## config.mk

```make
export PLATFORM = sky130hd
export DESIGN_NAME = serial_card_host_register_control
export DESIGN_NICKNAME = d
export VERILOG_FILES = /design/src/serial_card_pkg.sv /design/src/serial_card_host_register_control.sv
export VERILOG_INCLUDE_DIRS = /design/src /design/src/src
export SDC_FILE = /design/constraint.sdc
export NUM_CORES = 1
export LEC_CHECK = 0
export ABC_CLOCK_PERIOD_IN_PS = 4900
export BUFFER_PORTS_ARGS = -buffer_cell sky130_fd_sc_hd__clkbuf_2
export CORE_UTILIZATION = 61
export CTS_BUF_LIST = sky130_fd_sc_hd__clkbuf_2 sky130_fd_sc_hd__clkbuf_4 sky130_fd_sc_hd__clkbuf_8
export CTS_CLUSTER_DIAMETER = 50
export DETAILED_ROUTE_END_ITERATION = 12
export GPL_TIMING_DRIVEN = 0
export PLACE_DENSITY = 0.87
export SLEW_MARGIN = 20
export SYNTH_ARGS = -nofsm -noshare
export SYNTH_HDL_FRONTEND = slang
export SYNTH_SLANG_ARGS = --single-unit
```

## constraint.sdc

```tcl
create_clock -name clock -period 4.9 [get_ports clock]
set_clock_uncertainty 0.2 [all_clocks]
set_input_delay 0.735 -clock clock [delete_from_list [all_inputs] [get_ports clock]]
set_output_delay 0.735 -clock clock [all_outputs]
set_load 0.03 [all_outputs]
```

## src/serial_card_defines.svh

```systemverilog
/*
  Register numbers, control bit positions, default words and divider
  figures of the serial card host control logic.
  Assumes it is included by its bare name from the package and design.
*/
`ifndef SERIAL_CARD_DEFINES_SVH
`define SERIAL_CARD_DEFINES_SVH

// host register numbers
`define REG_DATA          3'h4
`define REG_CTRL          3'h5
`define REG_MODEM         3'h6
`define REG_PHASE         3'h7

// card control register bit positions
`define CTL_CD            0
`define CTL_TXI           1
`define CTL_RXI           2
`define CTL_RST           5
`define CTL_IEN           7
`define CTRL_RESET        8'h00

// modem control latch
`define MODEM_HALF        4
`define MODEM_RESET       5'h00

// fixed default control word written by the reset sequence
`define DEFAULT_CTRL_WORD 8'h05

// interface status word bit positions
`define ST_BUSY           0
`define ST_RX_READY       1
`define ST_TX_READY       2
`define ST_TX_EMPTY       3
`define ST_RD_ARMED       4
`define ST_IRQ            5

// divider defaults, counted in clock cycles or master ticks
`define MASTER_DIV        2
`define SM_DIV            2
`define BIT_DIV           16

`endif

```

## src/serial_card_pkg.sv

```systemverilog
/*
  Types shared by the serial card host control logic.
  Assumes serial_card_defines.svh sits on the include path.
*/
`include "serial_card_defines.svh"

package serial_card_pkg;

  // one host register access, all fields valid in the strobe cycle
  typedef struct packed {
    logic [3:0]  peripheral_address_lines;
    logic [2:0]  reg_sel;
    logic [15:0] wdata;
    logic        wr;
    logic        rd;
  } host_req_t;

  // signals towards the serial receiver-transmitter chip
  typedef struct packed {
    logic [7:0] data;
    logic       chip_bus_enable;
    logic       cd;
    logic       wr;
    logic       rd;
    logic       reset;
  } chip_bus_t;

  typedef enum logic [3:0] {
    S_IDLE, S_WR_SETUP, S_WR_PULSE, S_WR_HOLD, S_RD_PULSE, S_RD_HOLD,
    S_RST_HOLD, S_RST_MSET, S_RST_MPULSE, S_RST_CSET, S_RST_CPULSE,
    S_RST_END
  } chip_state_t;

endpackage
```

## src/serial_card_host_register_control.sv

```systemverilog
/*
  Host control logic of a serial interface card: select code match,
  register strobes, transmit and receive latches, chip sequencing,
  interface reset with default words, flag and interrupt request,
  modem control and status, and the single clock divider.
  Assumes the host port is on the same clock; chip ready lines and
  modem status lines arrive asynchronously and are synchronised here.
*/
`timescale 1ns/1ns
`include "serial_card_defines.svh"

// What this block does
// - both interrupt bits set: flag suppressed, request raised on either ready
// - both interrupt bits clear: no request, flag follows read or write busy
// - chip clock, sequencer steps and bit rate all from one divider
// - register access only when address lines equal the select code
// - control register write latches low data lines into control register
// - control bit 0 set drives chip control/data select high
// - data write latches byte, then pulses chip write driving latched byte
// - control bit 0 set: data port read returns chip status word
// - data read in two phases: chip read into latch, then latch out
// - writing 0 to control register drives control/data select low
// - transmit writes use the same sequence with select held low
// - receive reads use the same two phases with select held low
// - register 6 write latches modem control onto the line outputs
// - modem status read returns present state of status lines
// - control bit 5 starts interface reset: busy and chip reset asserted
// - reset forces select high and writes switch mode word
// - reset then writes fixed default control word 5
// - reset ends by driving control/data select low
// - receive ready means character waiting, transmit ready means chip accepts
// - control bit 7 gates all requests; bits 2 and 1 pick conditions
// - handshake flag low while write busy with bit 1 clear or read busy with bit 2 clear, high otherwise
// - only low 8 data bits used; upper bits ignored
module serial_card_host_register_control #(
  parameter int MASTER_DIV = `MASTER_DIV,
  parameter int SM_DIV     = `SM_DIV,
  parameter int BIT_DIV    = `BIT_DIV
) (
  // clock and reset
  input  wire logic                      clock,
  input  wire logic                      srst,
  // host register port
  input  wire serial_card_pkg::host_req_t host_req,
  input  wire logic [3:0]                select_code,
  output logic [7:0]                     host_io_data_lines,
  output logic                           host_io_data_oe,
  output logic                           handshake_flag,
  output logic                           irq,
  // serial chip
  output serial_card_pkg::chip_bus_t     chip_bus,
  input  wire logic [7:0]                chip_data_in,
  input  wire logic                      receive_ready,
  input  wire logic                      transmit_ready,
  input  wire logic                      transmitter_empty,
  output logic                           chip_clk_en,
  output logic                           bit_rate_en,
  // configuration switches
  input  wire logic [7:0]                default_mode,
  // modem lines
  output logic [4:0]                     modem_control_latch,
  input  wire logic [3:0]                modem_status
);

  localparam int NSYNC = 7;

  // divider state
  logic [7:0] mdiv_q;
  logic [7:0] sdiv_q;
  logic [7:0] bdiv_q;
  logic       half_q;
  logic       master_en;
  logic       sm_en;
  logic       bit_tick;

  // synchronised inputs
  logic [NSYNC-1:0] async_in;
  logic [NSYNC-1:0] s1_q;
  logic [NSYNC-1:0] s2_q;
  logic [NSYNC-1:0] s3_q;
  logic [NSYNC-1:0] stable_q;
  logic             rx_rdy;
  logic             tx_rdy;
  logic             tx_empty;
  logic [3:0]       mstat;

  // registers and sequencer state
  logic [7:0]                   ctrl_q;
  logic [7:0]                   transmit_holding_latch;
  logic [7:0]                   receive_holding_latch;
  logic                         wr_pend_q;
  logic                         rd_pend_q;
  logic                         rst_pend_q;
  logic                         rd_armed_q;
  serial_card_pkg::chip_state_t state_q;
  serial_card_pkg::chip_state_t state_d;
  serial_card_pkg::chip_bus_t   chip_d;
  logic [7:0]                   rdata_d;

  // decoded strobes
  logic       address_match;
  logic       control_write_strobe;
  logic       data_write_strobe;
  logic       modem_write_strobe;
  logic       read_phase_strobe;
  logic       data_read;
  logic       ctrl_read;
  logic       modem_status_buffers;
  logic       any_read;
  logic [7:0] low_data;

  // busy terms and state groups
  logic in_wr;
  logic in_rd;
  logic in_rst;
  logic write_busy;
  logic read_busy;
  logic reset_busy;
  logic in_default_mode;
  logic in_default_ctrl;
  logic default_write_pulse;
  logic host_write_pulse;
  logic int_mode;
  logic flag_busy;
  logic [7:0] status_word;

  function automatic logic reg_hit(input serial_card_pkg::host_req_t r,
                                   input logic [2:0] sel,
                                   input logic match);
    reg_hit = match && (r.reg_sel == sel);
  endfunction

  // one crystal divider feeds the chip clock, step enable and bit rate
  assign master_en   = (mdiv_q == 8'(MASTER_DIV - 1));
  assign sm_en       = master_en && (sdiv_q == 8'(SM_DIV - 1));
  assign bit_tick    = master_en && (bdiv_q == 8'(BIT_DIV - 1));
  assign chip_clk_en = master_en;
  // half speed swallows every other bit rate tick
  assign bit_rate_en = bit_tick && (!modem_control_latch[`MODEM_HALF] || half_q);

  always_ff @(posedge clock) begin
    if (srst) begin
      mdiv_q <= 8'h00;
      sdiv_q <= 8'h00;
      bdiv_q <= 8'h00;
      half_q <= 1'b0;
    end else begin
      mdiv_q <= master_en ? 8'h00 : mdiv_q + 8'h01;
      if (master_en) begin
        sdiv_q <= sm_en ? 8'h00 : sdiv_q + 8'h01;
        bdiv_q <= bit_tick ? 8'h00 : bdiv_q + 8'h01;
      end
      if (bit_tick) begin
        half_q <= !half_q;
      end
    end
  end

  // three-stage synchronisers; a change counts once stages two and three agree
  assign async_in = {modem_status, transmitter_empty, transmit_ready, receive_ready};
  genvar gi;
  generate
    for (gi = 0; gi < NSYNC; gi++) begin : g_sync
      always_ff @(posedge clock) begin
        if (srst) begin
          s1_q[gi]     <= 1'b0;
          s2_q[gi]     <= 1'b0;
          s3_q[gi]     <= 1'b0;
          stable_q[gi] <= 1'b0;
        end else begin
          s1_q[gi] <= async_in[gi];
          s2_q[gi] <= s1_q[gi];
          s3_q[gi] <= s2_q[gi];
          if (s2_q[gi] == s3_q[gi]) begin
            stable_q[gi] <= s3_q[gi];
          end
        end
      end
    end
  endgenerate
  assign rx_rdy   = stable_q[0];
  assign tx_rdy   = stable_q[1];
  assign tx_empty = stable_q[2];
  assign mstat    = stable_q[6:3];

  // select code match enables every register strobe
  assign address_match        = (host_req.peripheral_address_lines == select_code);
  assign low_data             = host_req.wdata[7:0];
  assign control_write_strobe = host_req.wr && reg_hit(host_req, `REG_CTRL, address_match);
  assign data_write_strobe    = host_req.wr && reg_hit(host_req, `REG_DATA, address_match);
  assign modem_write_strobe   = host_req.wr && reg_hit(host_req, `REG_MODEM, address_match);
  assign read_phase_strobe    = host_req.wr && reg_hit(host_req, `REG_PHASE, address_match);
  assign data_read            = host_req.rd && reg_hit(host_req, `REG_DATA, address_match);
  assign ctrl_read            = host_req.rd && reg_hit(host_req, `REG_CTRL, address_match);
  assign modem_status_buffers = host_req.rd && reg_hit(host_req, `REG_MODEM, address_match);
  assign any_read             = data_read || ctrl_read || modem_status_buffers;

  // state groups
  assign in_wr = (state_q == serial_card_pkg::S_WR_SETUP) ||
                 (state_q == serial_card_pkg::S_WR_PULSE) ||
                 (state_q == serial_card_pkg::S_WR_HOLD);
  assign in_rd = (state_q == serial_card_pkg::S_RD_PULSE) ||
                 (state_q == serial_card_pkg::S_RD_HOLD);
  assign in_default_mode = (state_q == serial_card_pkg::S_RST_MSET) ||
                           (state_q == serial_card_pkg::S_RST_MPULSE);
  assign in_default_ctrl = (state_q == serial_card_pkg::S_RST_CSET) ||
                           (state_q == serial_card_pkg::S_RST_CPULSE);
  assign in_rst = (state_q == serial_card_pkg::S_RST_HOLD) || in_default_mode ||
                  in_default_ctrl || (state_q == serial_card_pkg::S_RST_END);
  assign default_write_pulse = (state_q == serial_card_pkg::S_RST_MPULSE) ||
                               (state_q == serial_card_pkg::S_RST_CPULSE);
  assign host_write_pulse    = (state_q == serial_card_pkg::S_WR_PULSE);

  // busy stays up until the sequence has also dropped the select line
  assign reset_busy = rst_pend_q || in_rst;
  assign write_busy = wr_pend_q || in_wr || reset_busy;
  assign read_busy  = rd_pend_q || in_rd || reset_busy;

  // flag and interrupt: a section under interrupt gives up the flag
  assign int_mode  = ctrl_q[`CTL_TXI] && ctrl_q[`CTL_RXI];
  assign flag_busy = (!ctrl_q[`CTL_TXI] && write_busy) ||
                     (!ctrl_q[`CTL_RXI] && read_busy);
  assign handshake_flag = int_mode ? 1'b1 : !flag_busy;
  assign irq = ctrl_q[`CTL_IEN] &&
               ((ctrl_q[`CTL_RXI] && rx_rdy && !read_busy) ||
                (ctrl_q[`CTL_TXI] && tx_rdy && !write_busy));

  // sequencer: one owner of the chip bus at a time, reset first, then write
  always_comb begin
    state_d = state_q;
    unique case (state_q)
      serial_card_pkg::S_IDLE: begin
        if (rst_pend_q) begin
          state_d = serial_card_pkg::S_RST_HOLD;
        end else if (wr_pend_q) begin
          state_d = serial_card_pkg::S_WR_SETUP;
        end else if (rd_pend_q) begin
          state_d = serial_card_pkg::S_RD_PULSE;
        end
      end
      serial_card_pkg::S_WR_SETUP:   state_d = serial_card_pkg::S_WR_PULSE;
      serial_card_pkg::S_WR_PULSE:   state_d = serial_card_pkg::S_WR_HOLD;
      serial_card_pkg::S_WR_HOLD:    state_d = serial_card_pkg::S_IDLE;
      serial_card_pkg::S_RD_PULSE:   state_d = serial_card_pkg::S_RD_HOLD;
      serial_card_pkg::S_RD_HOLD:    state_d = serial_card_pkg::S_IDLE;
      serial_card_pkg::S_RST_HOLD:   state_d = serial_card_pkg::S_RST_MSET;
      serial_card_pkg::S_RST_MSET:   state_d = serial_card_pkg::S_RST_MPULSE;
      serial_card_pkg::S_RST_MPULSE: state_d = serial_card_pkg::S_RST_CSET;
      serial_card_pkg::S_RST_CSET:   state_d = serial_card_pkg::S_RST_CPULSE;
      serial_card_pkg::S_RST_CPULSE: state_d = serial_card_pkg::S_RST_END;
      serial_card_pkg::S_RST_END:    state_d = serial_card_pkg::S_IDLE;
      default:                       state_d = serial_card_pkg::S_IDLE;
    endcase
  end

  // chip-facing signals, registered so the chip sees clean levels
  always_comb begin
    chip_d.reset = (state_q == serial_card_pkg::S_RST_HOLD);
    chip_d.wr    = host_write_pulse || default_write_pulse;
    chip_d.rd    = (state_q == serial_card_pkg::S_RD_PULSE);
    chip_d.chip_bus_enable = in_wr || in_default_mode || in_default_ctrl;
    // select follows bit 0, forced high through reset and low at its end
    if (in_rst) begin
      chip_d.cd = (state_q != serial_card_pkg::S_RST_END);
    end else begin
      chip_d.cd = ctrl_q[`CTL_CD];
    end
    if (in_default_mode) begin
      chip_d.data = default_mode;
    end else if (in_default_ctrl) begin
      chip_d.data = `DEFAULT_CTRL_WORD;
    end else if (in_wr) begin
      chip_d.data = transmit_holding_latch;
    end else begin
      chip_d.data = 8'h00;
    end
  end

  // interface status word, and read data selection
  assign status_word = {2'b00, irq, rd_armed_q, tx_empty, tx_rdy, rx_rdy,
                        (write_busy || read_busy)};
  assign rdata_d = data_read  ? receive_holding_latch :
                   ctrl_read  ? status_word :
                   {4'h0, mstat};

  // sequencer, pending requests and chip outputs
  always_ff @(posedge clock) begin
    if (srst) begin
      state_q    <= serial_card_pkg::S_IDLE;
      chip_bus   <= '0;
      wr_pend_q  <= 1'b0;
      rd_pend_q  <= 1'b0;
      rst_pend_q <= 1'b0;
    end else begin
      chip_bus <= chip_d;
      if (sm_en) begin
        state_q <= state_d;
      end
      if (sm_en && (state_q == serial_card_pkg::S_WR_HOLD)) begin
        wr_pend_q <= 1'b0;
      end else if (data_write_strobe && !write_busy) begin
        wr_pend_q <= 1'b1;
      end
      if (sm_en && (state_q == serial_card_pkg::S_RD_HOLD)) begin
        rd_pend_q <= 1'b0;
      end else if (!read_busy && !rd_armed_q &&
                   (read_phase_strobe || data_read)) begin
        rd_pend_q <= 1'b1;
      end
      if (control_write_strobe && low_data[`CTL_RST]) begin
        rst_pend_q <= 1'b1;
      end else if (sm_en && (state_q == serial_card_pkg::S_RST_HOLD)) begin
        rst_pend_q <= 1'b0;
      end
    end
  end

  // host-written registers; a host write beats the clear at reset end
  always_ff @(posedge clock) begin
    if (srst) begin
      ctrl_q              <= `CTRL_RESET;
      modem_control_latch <= `MODEM_RESET;
      transmit_holding_latch <= 8'h00;
    end else begin
      if (control_write_strobe) begin
        ctrl_q <= low_data;
      end else if (sm_en && (state_q == serial_card_pkg::S_RST_END)) begin
        ctrl_q[`CTL_CD]  <= 1'b0;
        ctrl_q[`CTL_RST] <= 1'b0;
      end
      if (modem_write_strobe) begin
        modem_control_latch <= low_data[4:0];
      end
      if (data_write_strobe && !write_busy) begin
        transmit_holding_latch <= low_data;
      end
    end
  end

  // receive latch and two-phase read tracking
  always_ff @(posedge clock) begin
    if (srst) begin
      receive_holding_latch <= 8'h00;
      rd_armed_q            <= 1'b0;
    end else begin
      // chip holds its data while the read pulse is out
      if (chip_bus.rd && !chip_d.rd) begin
        receive_holding_latch <= chip_data_in;
      end
      if (data_read && rd_armed_q && !read_busy) begin
        rd_armed_q <= 1'b0;
      end else if (!read_busy && !rd_armed_q &&
                   (read_phase_strobe || data_read)) begin
        rd_armed_q <= 1'b1;
      end
    end
  end

  // read data stand for the one cycle after the read strobe
  always_ff @(posedge clock) begin
    if (srst) begin
      host_io_data_lines <= 8'h00;
      host_io_data_oe    <= 1'b0;
    end else begin
      host_io_data_lines <= any_read ? rdata_d : 8'h00;
      host_io_data_oe    <= any_read;
    end
  end

endmodule

```

# After elaboration in Yosys (flattened, before gate mapping)
# Index checks and enable logic that the tools add are counted.
[totals]
in_bits = 54
reg_bits = 111
[classes]
n_bitwise = 1
mux = 17
n_reduce_logical = 75
n_addsub = 3
eq_ne = 28
[ops]
columns = ["op", "n"]
rows = [
  ["8-bit 2-to-1 mux", 6],
  ["4-bit one-hot mux with 9 select lines", 1],
  ["1-bit logical AND", 33],
  ["8-bit by 1-bit adder with 8-bit output (second input constant)", 3],
  ["1-bit logical OR", 24],
  ["4-bit by 3-bit == test with 1-bit output (second input constant)", 4],
  ["4-bit == test (second input constant)", 4],
  ["8-bit by 1-bit == test with 1-bit output (second input constant)", 2],
  ["3-bit == test (second input constant)", 4],
  ["4-bit 2-to-1 mux", 3],
  ["2-bit OR reduction", 5],
  ["1-bit logical NOT", 9],
  ["4-bit by 2-bit == test with 1-bit output (second input constant)", 2],
  ["8-bit by 4-bit == test with 1-bit output (second input constant)", 1],
  ["4-bit != test (second input constant)", 2],
  ["1-bit == test", 7],
  ["1-bit 2-to-1 mux", 6],
  ["6-bit 2-to-1 mux", 1],
  ["4-bit by 1-bit == test with 1-bit output (second input constant)", 1],
  ["4-bit == test", 1],
  ["4-bit logical NOT", 1],
  ["2-bit nonzero test", 2],
  ["2-bit AND reduction", 1],
  ["1-bit NOT", 1],
]

# Logic depth before layout (Yosys ltp)
[logic_depth]
word_depth = 13
mapped_depth = 9

# Least setup slack after synthesis
# OpenSTA, ideal clock, no wires.
[synth_timing]
kind = "reg-to-output"
start = "register mdiv_q[0]"
end = "output bit_rate_en"
path_slack_ns = 1.174
t_required_ns = 3.965
stages_incl_launch_ff = 7
arrival_ns = 2.791
n_path_buf = 2
cell_sequence = "dfxtp_1 ha_1 nor4b_2 nand2_1 clkbuf_1 buf_2 a2111oi_0"
[synth_via]
elab_chain_cells = 3
[synth_lines]
columns = ["element", "line", "source"]
rows = [
  ["start, declared", "serial_card_host_register_control.sv:68", "logic [7:0] mdiv_q;"],
  ["start signal, assigned", "serial_card_host_register_control.sv:148", "mdiv_q <= master_en ? 8'h00 : mdiv_q + 8'h01;"],
  ["8-bit by 1-bit == test with 1-bit output", "serial_card_host_register_control.sv:134", "assign master_en = (mdiv_q == 8'(MASTER_DIV - 1));"],
  ["1-bit logical AND", "serial_card_host_register_control.sv:136", "assign bit_tick = master_en && (bdiv_q == 8'(BIT_DIV - 1));"],
  ["1-bit logical AND", "serial_card_host_register_control.sv:139", "assign bit_rate_en = bit_tick && (!modem_control_latch[`MODEM_HALF] || half_q);"],
  ["end, declared", "serial_card_host_register_control.sv:57", "output logic bit_rate_en,"],
]
# No other way between the ends.

# Final worst setup path
# Same ends and word-level chain as after synthesis.

==> results.py <==
metrics = {
    "detailed_routing": {
        "post_drt_wl_per_cell_um": 14.97,
        "first_pass_iters": 8,
        "wl_mm": 9.267,
        "post-route-drc-count": 0,
        "ant_nets": 0,
        "vias": 3478,
        "dr.first_iter.drc_count": 210,
        "vias_per_cell": 5.619,
    },
    "critical_path": {
        "worstPathArrival_ns": 2.54,
        "critPathLaunchType": "flop",
        "timing.rr.start": "mdiv_q[0]$_SDFF_PP0_",
        "cp_max_fo": 10,
        "worstSetupEndpoint": "bit_rate_en",
        "cpMaxStageDelayCell": "dfxtp_1",
        "reg2regPathDepth": 6,
        "cp-startpoint": "mdiv_q[0]$_SDFF_PP0_",
        "crit_path_cell_trace": "ha_1 -> nor4b_2 -> nand2_1 -> clkbuf_1 -> buf_2 -> a2111oi_0 -> clkbuf_2",
        "crit_path_end_kind": "primary output",
        "cpPeakStageDelay_ns": 0.42,
        "r2r_setup_slack_ns": 2.47,
        "critical_path_class": "flop to primary output",
        "regToRegEndpoint": "state_q[2]$_SDFFE_PP0P_",
        "crit_required_ns": 3.96,
    },
    "power": {
        "p_leak_nw": 2.039,
        "cellPowerDensity_mw_per_mm2": 311.9,
        "vdd_ir_drop_max_mv": 0.2631,
        "total_power_mw": 1.516,
    },
    "hold_path": {
        "holdCritPathClass": "flop to flop",
    },
    "yosys": {
        "syn_nets": 509,
        "synthTopCellsByArea": "dfxtp_1 (52%), mux2i_1 (7.2%), nor2_1 (5.9%), nor2b_1 (3.9%), nand2_1 (3.1%)",
        "seq_area_frac_synth": 0.5160,
        "synth_edf_count": 0,
        "synth.mux.area_fraction": 0.07166,
        "synthArstFlopShare": 0,
        "avgSynthCellArea_sq_um": 9.312,
        "netlist.top_cell.by_area": "dfxtp_1",
        "yosys.cell_types.count": 48,
        "yosys_warnings": 0,
        "synth_compound_area_frac": 0.08510,
        "ys_seq_elements": 108,
        "synthCells": 450,
        "synth-xor-area-share": 0.04389,
        "synth_area_sq_mm": 0.004190,
        "synth_top_family_by_area": "simple AND/OR/NAND/NOR gates",
        "synth_flop_cell": "dfxtp_1",
        "synthAdderAreaFrac": 0.01493,
        "yosys.area_share.simple": 0.2395,
        "yosysTopAreaCellShare": 0.5160,
    },
    "placement": {
        "portBuffers": 76,
        "dpl.hpwl_mm": 6.675,
        "gp_congestion": 0.8996,
    },
    "cells_and_area": {
        "multiInputGateArea_sq_mm": 0.001912,
        "fin_nets": 596,
        "layout_commonest_cell": "dfxtp_1",
        "fillers": 479,
        "area_growth_pct": 15.97,
        "drive_above_1_share": 0.1956,
        "final_cell_mix": "dfxtp_1 (108), clkbuf_2 (76), nor2_1 (66)",
        "seqCellArea_sq_mm": 0.002162,
        "n_antenna_cell": 0,
    },
    "floorplanning": {
        "dieHeight_um": 84.88,
        "core_area_sq_mm": 0.006495,
        "floorplan.io_pins": 85,
        "die-area_sq_mm": 0.007205,
        "fp-row-count": 29,
        "initial_utilization": 0.6452,
        "die_x_um": 84.88,
    },
    "cts": {
        "cts.repair.resized": 0,
        "cts_root_buffer": "clkbuf_8",
        "cts_sinks": 108,
        "postCtsSetupBuffers": 0,
        "cts-buffers-inserted": 9,
        "h-tree-depth": 3,
        "clk-insertion-delay-late_ns": 0.36,
        "clk_pin_slew_worst_paths_ns": 0.09,
        "ctsHoldBuffers": 0,
        "cts_tree": "yes",
        "clockBufferDepth": 2,
    },
    "sta": {
        "min_period_ns": 3.477,
        "max_slew_margin": 0.5344,
        "tightest_slew_ns": 0.6946,
        "drv_slew": 0,
        "finalSetupViolCount": 0,
        "tns_ns": 0,
        "finalHoldViolCount": 0,
        "max_freq_mhz": 287.6,
        "rsz0062_at_grt": "false",
        "timing.hold.ws_ns": 0.2511,
        "min_period_over_period": 0.7096,
    },
    "global_routing": {
        "grt_pass1_wl_mm": 15.48,
        "grtUsageTotal": 0.2733,
        "grt_max_degree": 17,
        "overflow": 0,
        "antenna_found_initial": 0,
        "grt_pass1_vias": 3384,
    },
    "run": {
        "drv_cap": 0,
    },
    "status": {
        "status": "completed",
    },
}
cell usage after synthesis (2+ instances only):
cell type,n
dfxtp_1,108
nor2_1,66
nand2_1,35
mux2i_1,30
nor2b_1,26
a21oi_1,25
xor2_1,15
nor3_1,13
clkbuf_1,12
o21ai_0,11
nand3_1,10
buf_2,7
inv_1,7
nand2b_1,7
a22oi_1,6
xnor2_1,6
and2_1,5
and3_1,5
ha_1,5
nor4_1,5
a211oi_1,4
nand4_1,4
or3_1,4
and4_1,3
buf_1,3
a31oi_1,2
nor3b_1,2
nor4b_1,2
o22ai_1,2
or4_1,2
flip-flops by register name, summed over array words and instances, names as in the netlist, 4 cells and up:
register / cells
bdiv_q: 8
ctrl_q: 4
s2_q: 7
mdiv_q: 8
chip_bus: 13
mstat: 4
state_q: 4
receive_holding_latch: 8
sdiv_q: 8
host_io_data_lines: 8
s3_q: 7
transmit_holding_latch: 8
s1_q: 7
modem_control_latch: 5
metrics by stage:
| step | util | cells | cell area [sq um] | worst slack, ns |
|---|---|---|---|---|
| after global routing | 0.7482 | 619 | 4860 | 1.270 |
| after CTS | 0.7474 | 619 | 4855 | 1.395 |
| after floorplan | - | 450 | 4190 | 1.174 |
| after detailed placement | 0.7186 | 603 | 4667 | 1.797 |
| after global placement | 0.7186 | 603 | 4667 | 1.880 |
| final | 0.7482 | 619 | 4860 | 1.423 |
worst min path at each step:
stage | startpoint | slack, ns | depth (start not counted) | endpoint
6_report | s1_q[6]$_SDFF_PP0_ | 0.25 | 1 | s2_q[6]$_SDFF_PP0_
5_1_grt | s1_q[6]$_SDFF_PP0_ | 0.27 | 1 | s2_q[6]$_SDFF_PP0_
4_1_cts | s1_q[5]$_SDFF_PP0_ | 0.26 | 1 | s2_q[5]$_SDFF_PP0_
3_5_place_dp | s1_q[6]$_SDFF_PP0_ | 0.23 | 1 | s2_q[6]$_SDFF_PP0_
3_3_place_gp | s1_q[2]$_SDFF_PP0_ | 0.22 | 1 | s2_q[2]$_SDFF_PP0_
2_1_floorplan | s1_q[0]$_SDFF_PP0_ | 0.21 | 1 | s2_q[0]$_SDFF_PP0_
worst max-delay path, delay by kind of cell, from the launching register on:
kind,cells,cell delay (ns)
fa+ha+maj,1,0.20
simple gates,2,0.43
flops,1,0.42
compound gates,1,0.39
buf+inv,3,0.75
metal layers:
layer,global-route usage,wire length [um],up-vias
met4,0.09861,140,0
li1,-,-,1709
met5,0,0,-
met2,0.4804,4771,109
met3,0.05545,480,16
met1,0.3331,3874,1644
final cells by class:
type,count,share of cell area
Clock inverter,3,0.004377
Multi-Input combinational cell,312,0.3934
Sequential cell,108,0.4449
Clock buffer,13,0.03424
Inverter,8,0.006179
Buffer,22,0.01880
Timing Repair Buffer,76,0.07827
Tap cell,77,0.01982
logic make-up (layout without fill, tap and decap cells):
family	after synthesis	after routing
compound gates	59	59
xor+xnor	21	21
fa+ha+maj	5	5
buf+inv	30	122
flops	108	108
mux	30	30
simple gates	197	197
power breakdown:
group / leakage [nW] / switching [mW] / internal, mW
Sequential: 0.874 / 0.0117 / 0.892
Clock: 0.0965 / 0.280 / 0.225
Combinational: 1.07 / 0.0660 / 0.0410
Note: power is estimated with default switching activity, not from simulation.
